$ cat src/rtl/dwp_pkg.sv
// Shared constants for the drum word parity datapath.
package dwp_pkg;

	// Word layout: 18 data bits plus one parity bit.
	localparam int DATA_W   = 18;
	localparam int WORD_W   = 19;
	localparam int PAR_POS  = 18;

	// Write strobe length, printed time and derived cycle count.
	localparam int CLK_MHZ        = 20;
	localparam int WR_STROBE_NS   = 2600;
	localparam int WR_STROBE_CYC  = (WR_STROBE_NS * CLK_MHZ) / 1000;
	localparam int STROBE_CNT_W   = 6;

	// Register byte offsets on the AXI4-Lite bus.
	localparam logic [3:0] ADDR_CTRL   = 4'h0;
	localparam logic [3:0] ADDR_STATUS = 4'h4;
	localparam logic [3:0] ADDR_INBUF  = 4'h8;
	localparam logic [3:0] ADDR_OUTBUF = 4'hc;

	// Control register fields.
	localparam int CTRL_ACTIVE    = 0;
	localparam int CTRL_WRITE     = 1;
	localparam int CTRL_READ      = 2;
	localparam int CTRL_WONLY     = 3;
	localparam int CTRL_W         = 4;
	localparam logic [3:0] CTRL_RESET = 4'h0;

	// Status register fields.
	localparam int STAT_PERR      = 0;
	localparam int STAT_RDPAR     = 1;
	localparam int STAT_FORCE     = 2;
	localparam int STAT_WREVEN    = 3;
	localparam int STAT_STROBE    = 4;

	// AXI response codes.
	localparam logic [1:0] RESP_OKAY   = 2'h0;
	localparam logic [1:0] RESP_SLVERR = 2'h2;

endpackage

$ cat src/rtl/dwp_datapath.sv
// Drum word parity datapath with its AXI4-Lite register slave.
//
// Added by the designer: the placing of the registers and register access over AXI4-Lite.
`timescale 1ns/1ps
module dwp_datapath
	import dwp_pkg::*;
(
	// Clock and reset.
	input  wire logic              mclk_i,
	input  wire logic              reset_i,
	// Drum timing generator enables, same clock domain.
	input  wire logic              phase1_i,
	input  wire logic              phase2_i,
	input  wire logic              phase3_i,
	input  wire logic              phase4_i,
	input  wire logic              read_strobe_i,
	input  wire logic              write_go_i,
	// Memory control via pulsed bus transceiver (external pins).
	input  wire logic [DATA_W-1:0] bus_in_i,
	input  wire logic              addr_ack_i,
	input  wire logic              write_restart_i,
	input  wire logic              read_restart_i,
	output logic [DATA_W-1:0]      bus_out_o,
	// Sense amplifiers, bit 18 is the parity sense pulse (pins).
	input  wire logic [WORD_W-1:0] sense_i,
	// Maintenance button and power clear (pins).
	input  wire logic              bad_parity_button_i,
	input  wire logic              power_clear_i,
	// Data writers.
	output logic [WORD_W-1:0]      writer_one_o,
	output logic [WORD_W-1:0]      writer_zero_o,
	output logic                   write_enable_o,
	// Error flag level.
	output logic                   parity_mismatch_flag_o,
	// AXI4-Lite slave.
	input  wire logic [3:0]        s_axi_awaddr_i,
	input  wire logic              s_axi_awvalid_i,
	output logic                   s_axi_awready_o,
	input  wire logic [31:0]       s_axi_wdata_i,
	input  wire logic [3:0]        s_axi_wstrb_i,
	input  wire logic              s_axi_wvalid_i,
	output logic                   s_axi_wready_o,
	output logic [1:0]             s_axi_bresp_o,
	output logic                   s_axi_bvalid_o,
	input  wire logic              s_axi_bready_i,
	input  wire logic [3:0]        s_axi_araddr_i,
	input  wire logic              s_axi_arvalid_i,
	output logic                   s_axi_arready_o,
	output logic [31:0]            s_axi_rdata_o,
	output logic [1:0]             s_axi_rresp_o,
	output logic                   s_axi_rvalid_o,
	input  wire logic              s_axi_rready_i
);

	localparam int SYNC_W = DATA_W + WORD_W + 5;

	// True when the word holds an even number of ones.
	function automatic logic even_ones(input logic [DATA_W-1:0] w);
		even_ones = ~(^w);
	endfunction

	// Software registers and datapath state.
	logic [CTRL_W-1:0]  ctrl;
	logic [DATA_W-1:0]  inbound_word_hold;
	logic [DATA_W-1:0]  outbound_word_hold;
	logic               read_parity;
	logic               force_bad;
	logic               parity_mismatch_flag;
	logic               write_strobe;

	// Synchroniser stages for all pin inputs.
	logic [SYNC_W-1:0]  sync_a;
	logic [SYNC_W-1:0]  sync_b;
	logic [DATA_W-1:0]  s_bus;
	logic [WORD_W-1:0]  s_sense;
	logic               s_ack;
	logic               s_wrestart;
	logic               s_rrestart;
	logic               s_button;
	logic               s_pclear;

	// Derived levels.
	logic               drum_active;
	logic               write_mode;
	logic               read_ctrl;
	logic               write_only;
	logic               write_allow;
	logic               write_even;
	logic               parity_bit;
	logic               mismatch;
	logic               err_set;
	logic               err_clear;

	// Bus slave state.
	logic               aw_held;
	logic               w_held;
	logic [3:0]         aw_addr;
	logic [31:0]        w_data;
	logic [3:0]         w_strb;
	logic               do_write;
	logic [31:0]        next_rdata;
	logic [1:0]         next_rresp;

	// Two flip-flops on every pin input; only the second stage is read.
	always_ff @(posedge mclk_i or posedge reset_i) begin
		if (reset_i) begin
			sync_a <= '0;
			sync_b <= '0;
		end else begin
			sync_a <= {bus_in_i, sense_i, addr_ack_i, write_restart_i,
				read_restart_i, bad_parity_button_i, power_clear_i};
			sync_b <= sync_a;
		end
	end

	assign {s_bus, s_sense, s_ack, s_wrestart, s_rrestart, s_button,
		s_pclear} = sync_b;

	assign drum_active = ctrl[CTRL_ACTIVE];
	assign write_mode  = ctrl[CTRL_WRITE];
	assign read_ctrl   = ctrl[CTRL_READ];
	assign write_only  = ctrl[CTRL_WONLY];
	assign write_allow = drum_active && write_mode;

	// Write parity follows the in buffer continuously.
	assign write_even = even_ones(inbound_word_hold);
	assign parity_bit = write_even ^ force_bad;

	// Mismatch against the read parity bit, qualified for reads only.
	assign mismatch = (write_even && !read_parity) ||
		(!write_even && read_parity);
	assign err_set = phase4_i && mismatch && drum_active && read_ctrl &&
		!write_only;

	// Strobe timer for the data writers.
	dwp_strobe_timer u_strobe (
		.mclk_i   (mclk_i),
		.reset_i  (reset_i),
		.go_i     (write_go_i),
		.allow_i  (write_allow),
		.strobe_o (write_strobe)
	);

	// In buffer: loaded from the bus at address acknowledge, cleared at
	// phase 2 once the word has been written.
	always_ff @(posedge mclk_i or posedge reset_i) begin
		if (reset_i) begin
			inbound_word_hold <= '0;
		end else if (s_ack) begin
			inbound_word_hold <= s_bus;
		end else if (phase2_i) begin
			inbound_word_hold <= '0;
		end
	end

	// Out buffer: cleared at acknowledge, then set from the in buffer in
	// write-only transfers or from the sense amplifiers otherwise.
	always_ff @(posedge mclk_i or posedge reset_i) begin
		if (reset_i) begin
			outbound_word_hold <= '0;
		end else if (s_ack) begin
			outbound_word_hold <= '0;
		end else if (phase1_i && write_only) begin
			outbound_word_hold <= outbound_word_hold |
				inbound_word_hold;
		end else if (read_strobe_i && !write_only) begin
			outbound_word_hold <= outbound_word_hold |
				s_sense[DATA_W-1:0];
		end
	end

	// Out buffer pulsed onto the bus at phase 3.
	always_ff @(posedge mclk_i or posedge reset_i) begin
		if (reset_i) begin
			bus_out_o <= '0;
		end else if (phase3_i) begin
			bus_out_o <= outbound_word_hold;
		end else begin
			bus_out_o <= '0;
		end
	end

	// Read parity flip-flop; a set in the restart cycle wins.
	always_ff @(posedge mclk_i or posedge reset_i) begin
		if (reset_i) begin
			read_parity <= 1'b0;
		end else if (read_strobe_i && !write_only && s_sense[PAR_POS]) begin
			read_parity <= 1'b1;
		end else if (s_rrestart) begin
			read_parity <= 1'b0;
		end
	end

	// Force-bad-parity flip-flop; the button wins over a clear.
	always_ff @(posedge mclk_i or posedge reset_i) begin
		if (reset_i) begin
			force_bad <= 1'b0;
		end else if (s_button) begin
			force_bad <= 1'b1;
		end else if (s_pclear || s_wrestart) begin
			force_bad <= 1'b0;
		end
	end

	// Parity error flag; software clears with a one, a set wins.
	assign err_clear = do_write && aw_addr == ADDR_STATUS && w_strb[0] &&
		w_data[STAT_PERR];

	always_ff @(posedge mclk_i or posedge reset_i) begin
		if (reset_i) begin
			parity_mismatch_flag <= 1'b0;
		end else if (err_set) begin
			parity_mismatch_flag <= 1'b1;
		end else if (err_clear) begin
			parity_mismatch_flag <= 1'b0;
		end
	end

	assign parity_mismatch_flag_o = parity_mismatch_flag;

	// Writer drive: gated bit and its inverse, both under write enable.
	always_ff @(posedge mclk_i or posedge reset_i) begin
		if (reset_i) begin
			writer_one_o   <= '0;
			writer_zero_o  <= '0;
			write_enable_o <= 1'b0;
		end else begin
			write_enable_o <= write_allow;
			if (write_allow) begin
				writer_one_o  <= {parity_bit, inbound_word_hold} &
					{WORD_W{write_strobe}};
				writer_zero_o <= ~({parity_bit, inbound_word_hold} &
					{WORD_W{write_strobe}});
			end else begin
				writer_one_o  <= '0;
				writer_zero_o <= '0;
			end
		end
	end

	// Write address and data are taken independently and held.
	assign s_axi_awready_o = !aw_held && !s_axi_bvalid_o;
	assign s_axi_wready_o  = !w_held && !s_axi_bvalid_o;
	assign do_write        = aw_held && w_held && !s_axi_bvalid_o;

	always_ff @(posedge mclk_i or posedge reset_i) begin
		if (reset_i) begin
			aw_held <= 1'b0;
			aw_addr <= 4'h0;
		end else if (s_axi_awvalid_i && s_axi_awready_o) begin
			aw_held <= 1'b1;
			aw_addr <= s_axi_awaddr_i;
		end else if (do_write) begin
			aw_held <= 1'b0;
		end
	end

	always_ff @(posedge mclk_i or posedge reset_i) begin
		if (reset_i) begin
			w_held <= 1'b0;
			w_data <= 32'h0;
			w_strb <= 4'h0;
		end else if (s_axi_wvalid_i && s_axi_wready_o) begin
			w_held <= 1'b1;
			w_data <= s_axi_wdata_i;
			w_strb <= s_axi_wstrb_i;
		end else if (do_write) begin
			w_held <= 1'b0;
		end
	end

	// Write response, error for anything outside the map.
	always_ff @(posedge mclk_i or posedge reset_i) begin
		if (reset_i) begin
			s_axi_bvalid_o <= 1'b0;
			s_axi_bresp_o  <= RESP_OKAY;
		end else if (do_write) begin
			s_axi_bvalid_o <= 1'b1;
			s_axi_bresp_o  <= (aw_addr[1:0] == 2'h0) ? RESP_OKAY :
				RESP_SLVERR;
		end else if (s_axi_bready_i) begin
			s_axi_bvalid_o <= 1'b0;
		end
	end

	// Control register; only byte lane 0 holds bits.
	always_ff @(posedge mclk_i or posedge reset_i) begin
		if (reset_i) begin
			ctrl <= CTRL_RESET;
		end else if (do_write && aw_addr == ADDR_CTRL && w_strb[0]) begin
			ctrl <= w_data[CTRL_W-1:0];
		end
	end

	// Read data multiplexer.
	always_comb begin
		next_rdata = 32'h0;
		next_rresp = RESP_OKAY;
		unique case (s_axi_araddr_i)
			ADDR_CTRL:   next_rdata[CTRL_W-1:0] = ctrl;
			ADDR_STATUS: begin
				next_rdata[STAT_PERR]   = parity_mismatch_flag;
				next_rdata[STAT_RDPAR]  = read_parity;
				next_rdata[STAT_FORCE]  = force_bad;
				next_rdata[STAT_WREVEN] = write_even;
				next_rdata[STAT_STROBE] = write_strobe;
			end
			ADDR_INBUF:  next_rdata[DATA_W-1:0] = inbound_word_hold;
			ADDR_OUTBUF: next_rdata[DATA_W-1:0] = outbound_word_hold;
			default:     next_rresp = RESP_SLVERR;
		endcase
	end

	assign s_axi_arready_o = !s_axi_rvalid_o;

	// Read channel: answer one cycle after the address is taken.
	always_ff @(posedge mclk_i or posedge reset_i) begin
		if (reset_i) begin
			s_axi_rvalid_o <= 1'b0;
			s_axi_rdata_o  <= 32'h0;
			s_axi_rresp_o  <= RESP_OKAY;
		end else if (s_axi_arvalid_i && s_axi_arready_o) begin
			s_axi_rvalid_o <= 1'b1;
			s_axi_rdata_o  <= next_rdata;
			s_axi_rresp_o  <= next_rresp;
		end else if (s_axi_rready_i) begin
			s_axi_rvalid_o <= 1'b0;
		end
	end

endmodule

$ cat src/rtl/dwp_strobe_timer.sv
// Write strobe timer: one strobe per qualified start pulse, fixed length unless the qualifier drops.
`timescale 1ns/1ps
module dwp_strobe_timer
	import dwp_pkg::*;
(
	// Clock and reset.
	input  wire logic mclk_i,
	input  wire logic reset_i,
	// Start request and qualifier.
	input  wire logic go_i,
	input  wire logic allow_i,
	// Strobe level.
	output logic      strobe_o
);

	typedef enum logic [1:0] {
		DWP_ST_IDLE   = 2'b01,
		DWP_ST_STROBE = 2'b10
	} dwp_strobe_e;

	dwp_strobe_e              state;
	logic [STROBE_CNT_W-1:0]  count;

	localparam logic [STROBE_CNT_W-1:0] LAST_CNT =
		STROBE_CNT_W'(WR_STROBE_CYC - 1);

	// The strobe starts on a qualified go and drops early if the drum
	// leaves write mode, so no writer current flows outside it.
	always_ff @(posedge mclk_i or posedge reset_i) begin
		if (reset_i) begin
			state <= DWP_ST_IDLE;
			count <= '0;
		end else begin
			unique case (state)
				DWP_ST_IDLE: begin
					count <= '0;
					if (go_i && allow_i) begin
						state <= DWP_ST_STROBE;
					end
				end
				DWP_ST_STROBE: begin
					count <= count + 1'b1;
					if (!allow_i || count == LAST_CNT) begin
						state <= DWP_ST_IDLE;
					end
				end
			endcase
		end
	end

	assign strobe_o = (state == DWP_ST_STROBE) && allow_i;

endmodule

$ cat config.mk
export PLATFORM = sky130hd
export DESIGN_NAME = dwp_datapath
export DESIGN_NICKNAME = d
export VERILOG_FILES = /design/src/rtl/dwp_pkg.sv /design/src/rtl/dwp_datapath.sv /design/src/rtl/dwp_strobe_timer.sv
export SDC_FILE = /design/constraint.sdc
export NUM_CORES = 1
export LEC_CHECK = 0
export BUFFER_PORTS_ARGS = -buffer_cell sky130_fd_sc_hd__buf_4
export CORE_AREA = 2 2 126 128
export DETAILED_ROUTE_END_ITERATION = 10
export DIE_AREA = 0 0 128 130
export PLACE_DENSITY_LB_ADDON = 0.15
export SLEW_MARGIN = 0
export SYNTH_ARGS = -nofsm -noshare
export SYNTH_HDL_FRONTEND = slang
export SYNTH_HIERARCHICAL = 1
export SYNTH_SLANG_ARGS = --single-unit
$ cat constraint.sdc
create_clock -name mclk_i -period 8.9 [get_ports mclk_i]
set_clock_uncertainty 0.1 [all_clocks]
set_input_delay 0.89 -clock mclk_i [delete_from_list [all_inputs] [get_ports mclk_i]]
set_output_delay 0.89 -clock mclk_i [all_outputs]
set_load 0.01 [all_outputs]
* Yosys cells after proc, flatten, opt, wreduce, memory -nomap -nowiden
Index checks and enable logic that the tools add are counted.
Widths: inputs -> output; s select.
** Operators by class
- Muxes and demuxes :: 30
- Bitwise gates (word level) :: 6
- Reduce and logical (&&, ||, !) cells :: 49
- Add/subtract/negate cells :: 1
- Equality and inequality tests :: 9
** Operators by type and width (number)
- $mux 18 :: 6
- $mux 19 :: 2
- $or 18x18->18 :: 2
- $pmux 13 s2 :: 1
- $logic_and 1x1->1 :: 24
- $and 19x19->19 :: 1
- $not 19->19 :: 1
- $reduce_xor 18->1 :: 1
- $pmux 4 s4 :: 1
- $reduce_bool 2->1 :: 8
- $mux 1 :: 13
- $pmux 6 s2 :: 1
- $eq 4x3->1 const B :: 2
- $eq 4x4->1 const B :: 2
- $logic_not 4->1 :: 2
- $mux 2 :: 4
- $logic_not 1->1 :: 7
- $add 6x1->6 const B :: 1
- $eq 6x6->1 const B :: 1
- $ne 2x1->1 const B :: 2
- $pmux 2 s2 :: 1
- $reduce_or 4->1 :: 1
- $logic_or 1x1->1 :: 3
- $pmux 1 s3 :: 1
- other kinds (7) :: 7
** Storage, ports and cells
- Output and inout bits :: 99
- Input port bits :: 99
- Register bits :: 227

* Depth between registers and ports, before layout
- Depth after elaboration :: 9
- Mapped depth :: 8
- Mapped depth without buffers :: 6

* By module
Netlist, hierarchy kept.
** Modules (own cells, without submodules)
- dwp_datapath :: cells an instance 553, sequential area each 5430.2 µm², times used 1, area an instance 7553.5 µm²
- dwp_strobe_timer :: cells an instance 33, sequential area each 201.4 µm², times used 1, area an instance 356.6 µm²

* Worst setup path before layout
No wires, ideal clock.
- Path kind :: input port to flip-flop
- Start point :: input port phase1_i
- End point :: register outbound_word_hold[0]
- Slack :: 6.749 ns
- Arrival time :: 1.919 ns
- Stages :: 6
- Path buffers :: 2
- Setup time :: 0.132 ns
- Cells stage by stage :: nand2_1 > buf_2 > nand2_1 > buf_2 > a21oi_1 > nor2_1
** On the way
- Word-level cells in the longest chain between the ends :: 3
** Ends and longest elaborated chain
- start, declared :: line dwp_datapath.sv:12 : input wire logic phase1_i,
- $logic_and 1x1->1 * :: line dwp_datapath.sv:163 : end else if (phase1_i && write_only) begin
- $mux 18 :: line dwp_datapath.sv:163
- $mux 18 :: line dwp_datapath.sv:161 : end else if (s_ack) begin
- end signal, assigned :: line dwp_datapath.sv:164 : outbound_word_hold <= outbound_word_hold |
- end signal, assigned :: line dwp_datapath.sv:167 : outbound_word_hold <= outbound_word_hold |
- end, declared :: line dwp_datapath.sv:65 : logic [DATA_W-1:0] outbound_word_hold;
Every way passes the cells marked *; elsewhere a longest branch is shown, timed or not.
A chain may end at the register's enable or synchronous reset.

* Final worst setup path
- Start point :: register ctrl[0]
- End point :: register writer_one_o[5]
** On the way
- Word-level cells in the longest chain between the ends :: 4
** Ends and longest elaborated chain
- start, declared :: line dwp_datapath.sv:63 : logic [CTRL_W-1:0] ctrl;
- start signal, assigned :: line dwp_datapath.sv:291 : ctrl <= w_data[CTRL_W-1:0];
- $logic_and 1x1->1 :: line dwp_datapath.sv:123 : assign write_allow = drum_active && write_mode;
- net write_allow :: line dwp_datapath.sv:87 : logic write_allow;
- $logic_and 1x1->1 :: line dwp_strobe_timer.sv:51 : assign strobe_o = (state == DWP_ST_STROBE) && allow_i;
- net write_strobe :: line dwp_datapath.sv:69 : logic write_strobe;
- $and 19x19->19 :: line dwp_datapath.sv:230 : writer_one_o <= {parity_bit, inbound_word_hold} &
- $mux 19 :: line dwp_datapath.sv:229 : if (write_allow) begin
- end signal, assigned :: line dwp_datapath.sv:230
- end, declared :: line dwp_datapath.sv:30 : output logic [WORD_W-1:0] writer_one_o,
The timed path passes the listed nets, and every way through them passes these cells.

==> impl_metrics.sql <==
INSERT INTO impl_metrics (metric_group, metric, value, unit) VALUES
('logic_synthesis', 'synth_top_family_by_area', 'simple AND/OR/NAND/NOR gates', ''),
('detailed_routing', 'total_routed_length', '15900', 'µm'),
('logic_synthesis', 'synthMostInstantiatedCell', 'dfrtp_1', ''),
('final_layout', 'multi_input_area', '0.00208', 'mm²'),
('logic_synthesis', 'synth_fa_ha_area_share', '0.158', '%'),
('placed_design', 'port_buffers', '150', ''),
('hold_path', 'hold_path.class', 'reg2reg', ''),
('logic_synthesis', 'ys.flop_type', 'dfrtp_1', ''),
('clock_tree', 'clock_sinks', '225', ''),
('setup_path', 'timing.rr.end', 'writer_one_o[5]$_DFF_PP0_', ''),
('detailed_routing', 'avgRoutedWirePerCell', '17.0', 'µm'),
('setup_path', 'reg2reg_from', 'ctrl[0]$_DFFE_PP0P_', ''),
('logic_synthesis', 'synth_seq_cells', '225', ''),
('logic_synthesis', 'syn-cell-area', '0.00791', 'mm²'),
('clock_tree', 'clock_tree.root_cell', 'clkbuf_16', ''),
('clock_tree', 'post_cts_hold_buffer_count', '0', ''),
('logic_synthesis', 'synth_edf_count', '0', ''),
('sta', 'timing.setup.tns', '0', 'ps'),
('hold_path', 'hold_path_depth', '0', ''),
('power_and_ir_drop', 'p_leak', '0.00480', 'µW'),
('floorplan', 'floorplan.core_area', '0.0154', 'mm²'),
('setup_path', 'setup.reg_to_reg.worst_slack', '5800', 'ps'),
('floorplan', 'initial_core_util', '51.3', '%'),
('global_route', 'groute.usage.overall', '19.1', '%'),
('final_layout', 'design.final.nets', '835', ''),
('hold_path', 'hp-start', 'sync_a[9]$_DFF_PP0_', ''),
('power_and_ir_drop', 'vdd_drop_max', '0.000128', 'V'),
('floorplan', 'top_level_ports', '198', ''),
('setup_path', 'timing.critical_path.arrival', '3420', 'ps'),
('placed_design', 'dpl.cell_count', '903', ''),
('logic_synthesis', 'synth_top_area_share', '70.9', '%'),
('run_status', 'result_of_the_run', 'finished, final reports clean', ''),
('global_route', 'grt_first_pass_wirelength', '24600', 'µm'),
('detailed_routing', 'route.antenna.remaining_nets', '0', ''),
('logic_synthesis', 'synth_seq_area_share', '71.2', '%'),
('setup_path', 'reg2regPathDepth', '5', ''),
('clock_tree', 'number_of_buffers_added_by_the_clock_tree_synthesis_step', '22', ''),
('logic_synthesis', 'synth_compound_area_share', '7.51', '%'),
('clock_tree', 'clkTransAtPathRegs', '60', 'ps'),
('sta', 'rsz0062_at_grt', 'no', ''),
('floorplan', 'die_x', '128', 'µm'),
('logic_synthesis', 'synth-xor-area-share', '2.91', '%'),
('floorplan', 'die_area', '0.0166', 'mm²'),
('flow_run', 'max_capacitance_violation_count', '0', ''),
('sta', 'maxSlewViolCount', '0', ''),
('placed_design', 'place_worst_setup_slack', '5830', 'ps'),
('floorplan', 'rows', '46', ''),
('detailed_routing', 'via_count', '4784', ''),
('setup_path', 'crit_required', '9220', 'ps'),
('power_and_ir_drop', 'p_total', '2420', 'µW'),
('setup_path', 'crit_fanout', '21', ''),
('sta', 'final_critical_path_setup_slack', '5800', 'ps'),
('logic_synthesis', 'synthTopCellsByArea', 'dfrtp_1, mux2_2, and2_1', ''),
('final_layout', 'layoutNonFillerInstCount', '940', ''),
('clock_tree', 'tritoncts', 'yes', ''),
('setup_path', 'critPathLaunchType', 'flip-flop', ''),
('global_route', 'first_global_vias', '4649', ''),
('placed_design', 'detailed_place_hpwl', '10500', 'µm'),
('sta', 'slew_headroom', '27.4', '%'),
('final_layout', 'final_layout_size_suffix_gt1_share', '30.6', '%'),
('global_route', 'grt_remaining_overflow', '0', ''),
('final_layout', 'final-seq-area', '0.00563', 'mm²'),
('detailed_routing', 'remaining_drc_errors', '0', ''),
('logic_synthesis', 'synthMuxAreaShare', '5.55', '%'),
('sta', 'share_of_the_clock_period_used_by_the_worst_path', '34.8', '%'),
('clock_tree', 'ctsHtreeMaxLevel', '1', ''),
('setup_path', 'critPathCaptureType', 'flip-flop', ''),
('clock_tree', 'cts_post_setup_buffers_inserted', '0', ''),
('logic_synthesis', 'yosys.area_share.simple', '9.43', '%'),
('setup_path', 'criticalPathCategory', 'reg2reg', ''),
('power_and_ir_drop', 'p_per_area', '246', 'mW/mm²');
## worst max-delay path, stage by stage, from the launching register on
cell and delay [ps]:
dfrtp_1 420, nand2_1 500, inv_1 290, and2_1 720, and3_1 740, and2_1 250
## power breakdown
part	switching, µW	internal (µW)
clock	359	531
sequential	75.3	1120
combinational	158	168
## sequential cells by signal (all words and copies together), names as in the netlist, 2 cells and up
signal              cells
u_strobe/count          6
w_data                  4
aw_addr                 4
writer_zero_o          19
inbound_word_hold      18
u_strobe/state          2
outbound_word_hold     18
writer_one_o           19
sync_b                 42
bus_out_o              18
ctrl                    4
sync_a                 42
s_axi_rdata_o          18
## logic make-up after synthesis
group | after synthesis
xor+xnor | 22
mux | 36
fa+ha+maj | 1
other cells | 1
buf+inv | 50
flops | 225
simple gates | 146
compound gates | 105
## layout make-up
type                    instances  share of cell area (%)
clock buffers                  31                    6.57
clock inverters                 6                   0.560
inverters                       9                   0.420
multi-input cells             326                    21.2
flip-flops and latches        225                    57.3
well taps                     192                    2.44
repair buffers                151                    11.5
## worst max path at each step
stage | from | to | slack (ps) | cells after the start
global route | ctrl[0]$_DFFE_PP0P_ | writer_one_o[5]$_DFF_PP0_ | 5610 | 5
CTS | ctrl[0]$_DFFE_PP0P_ | writer_one_o[5]$_DFF_PP0_ | 5810 | 5
global placement | s_axi_arvalid_i | s_axi_rdata_o[3]$_DFFE_PP0P_ | 5930 | 5
floorplan | reset_i | aw_addr[0]$_DFFE_PP0P_ | 1970 | 1
detailed placement | phase1_i | outbound_word_hold[14]$_DFFE_PP0P_ | 5830 | 5
finish | ctrl[0]$_DFFE_PP0P_ | writer_one_o[5]$_DFF_PP0_ | 5800 | 5
## through the flow
step | util, % | hold slack [ps] | cell area, µm²
floorplan | - | 231 | 7970
global placement | 59.2 | 233 | 9130
detailed placement | 59.2 | 235 | 9130
CTS | 63.7 | 248 | 9830
global route | 63.7 | 248 | 9830
finish | 63.7 | 245 | 9830
## per-layer routing
layer	global-route usage, %	routed length [µm]	vias to the layer above
met5	0	0	-
met4	5.69	291	0
met3	3.44	1010	26
met2	30.8	7800	160
met1	27.1	6840	2382
li1	-	-	2216
## layout by cell type (no fill, tap or decap), types with 2 or more instances in the layout
| cell | Yosys | final |
|---|---|---|
| o21ai_0 | 39 | 39 |
| nor3_1 | 2 | 2 |
| nand4b_1 | 2 | 2 |
| nand2_1 | 43 | 43 |
| or2b_1 | 4 | 4 |
| a22o_1 | 5 | 5 |
| and2_1 | 40 | 40 |
| buf_4 | 16 | 151 |
| and3_1 | 2 | 2 |
| mux2_2 | 33 | 33 |
| clkbuf_16 | 0 | 23 |
| nand2b_1 | 14 | 14 |
| nand3b_1 | 3 | 3 |
| a22oi_1 | 14 | 14 |
| a21o_1 | 3 | 3 |
| nor2b_1 | 2 | 2 |
| nor2_1 | 30 | 30 |
| inv_1 | 9 | 8 |
| mux4_2 | 3 | 3 |
| xnor2_1 | 15 | 15 |
| conb_1 | 1 | 16 |
| a21oi_1 | 40 | 40 |
| dfrtp_1 | 224 | 223 |
| clkbuf_8 | 0 | 4 |
| xnor3_2 | 2 | 2 |
| clkinv_2 | 0 | 5 |
| xor2_1 | 4 | 4 |
| clkbuf_1 | 20 | 4 |
No activity file was read; power rests on OpenSTA's default activity.
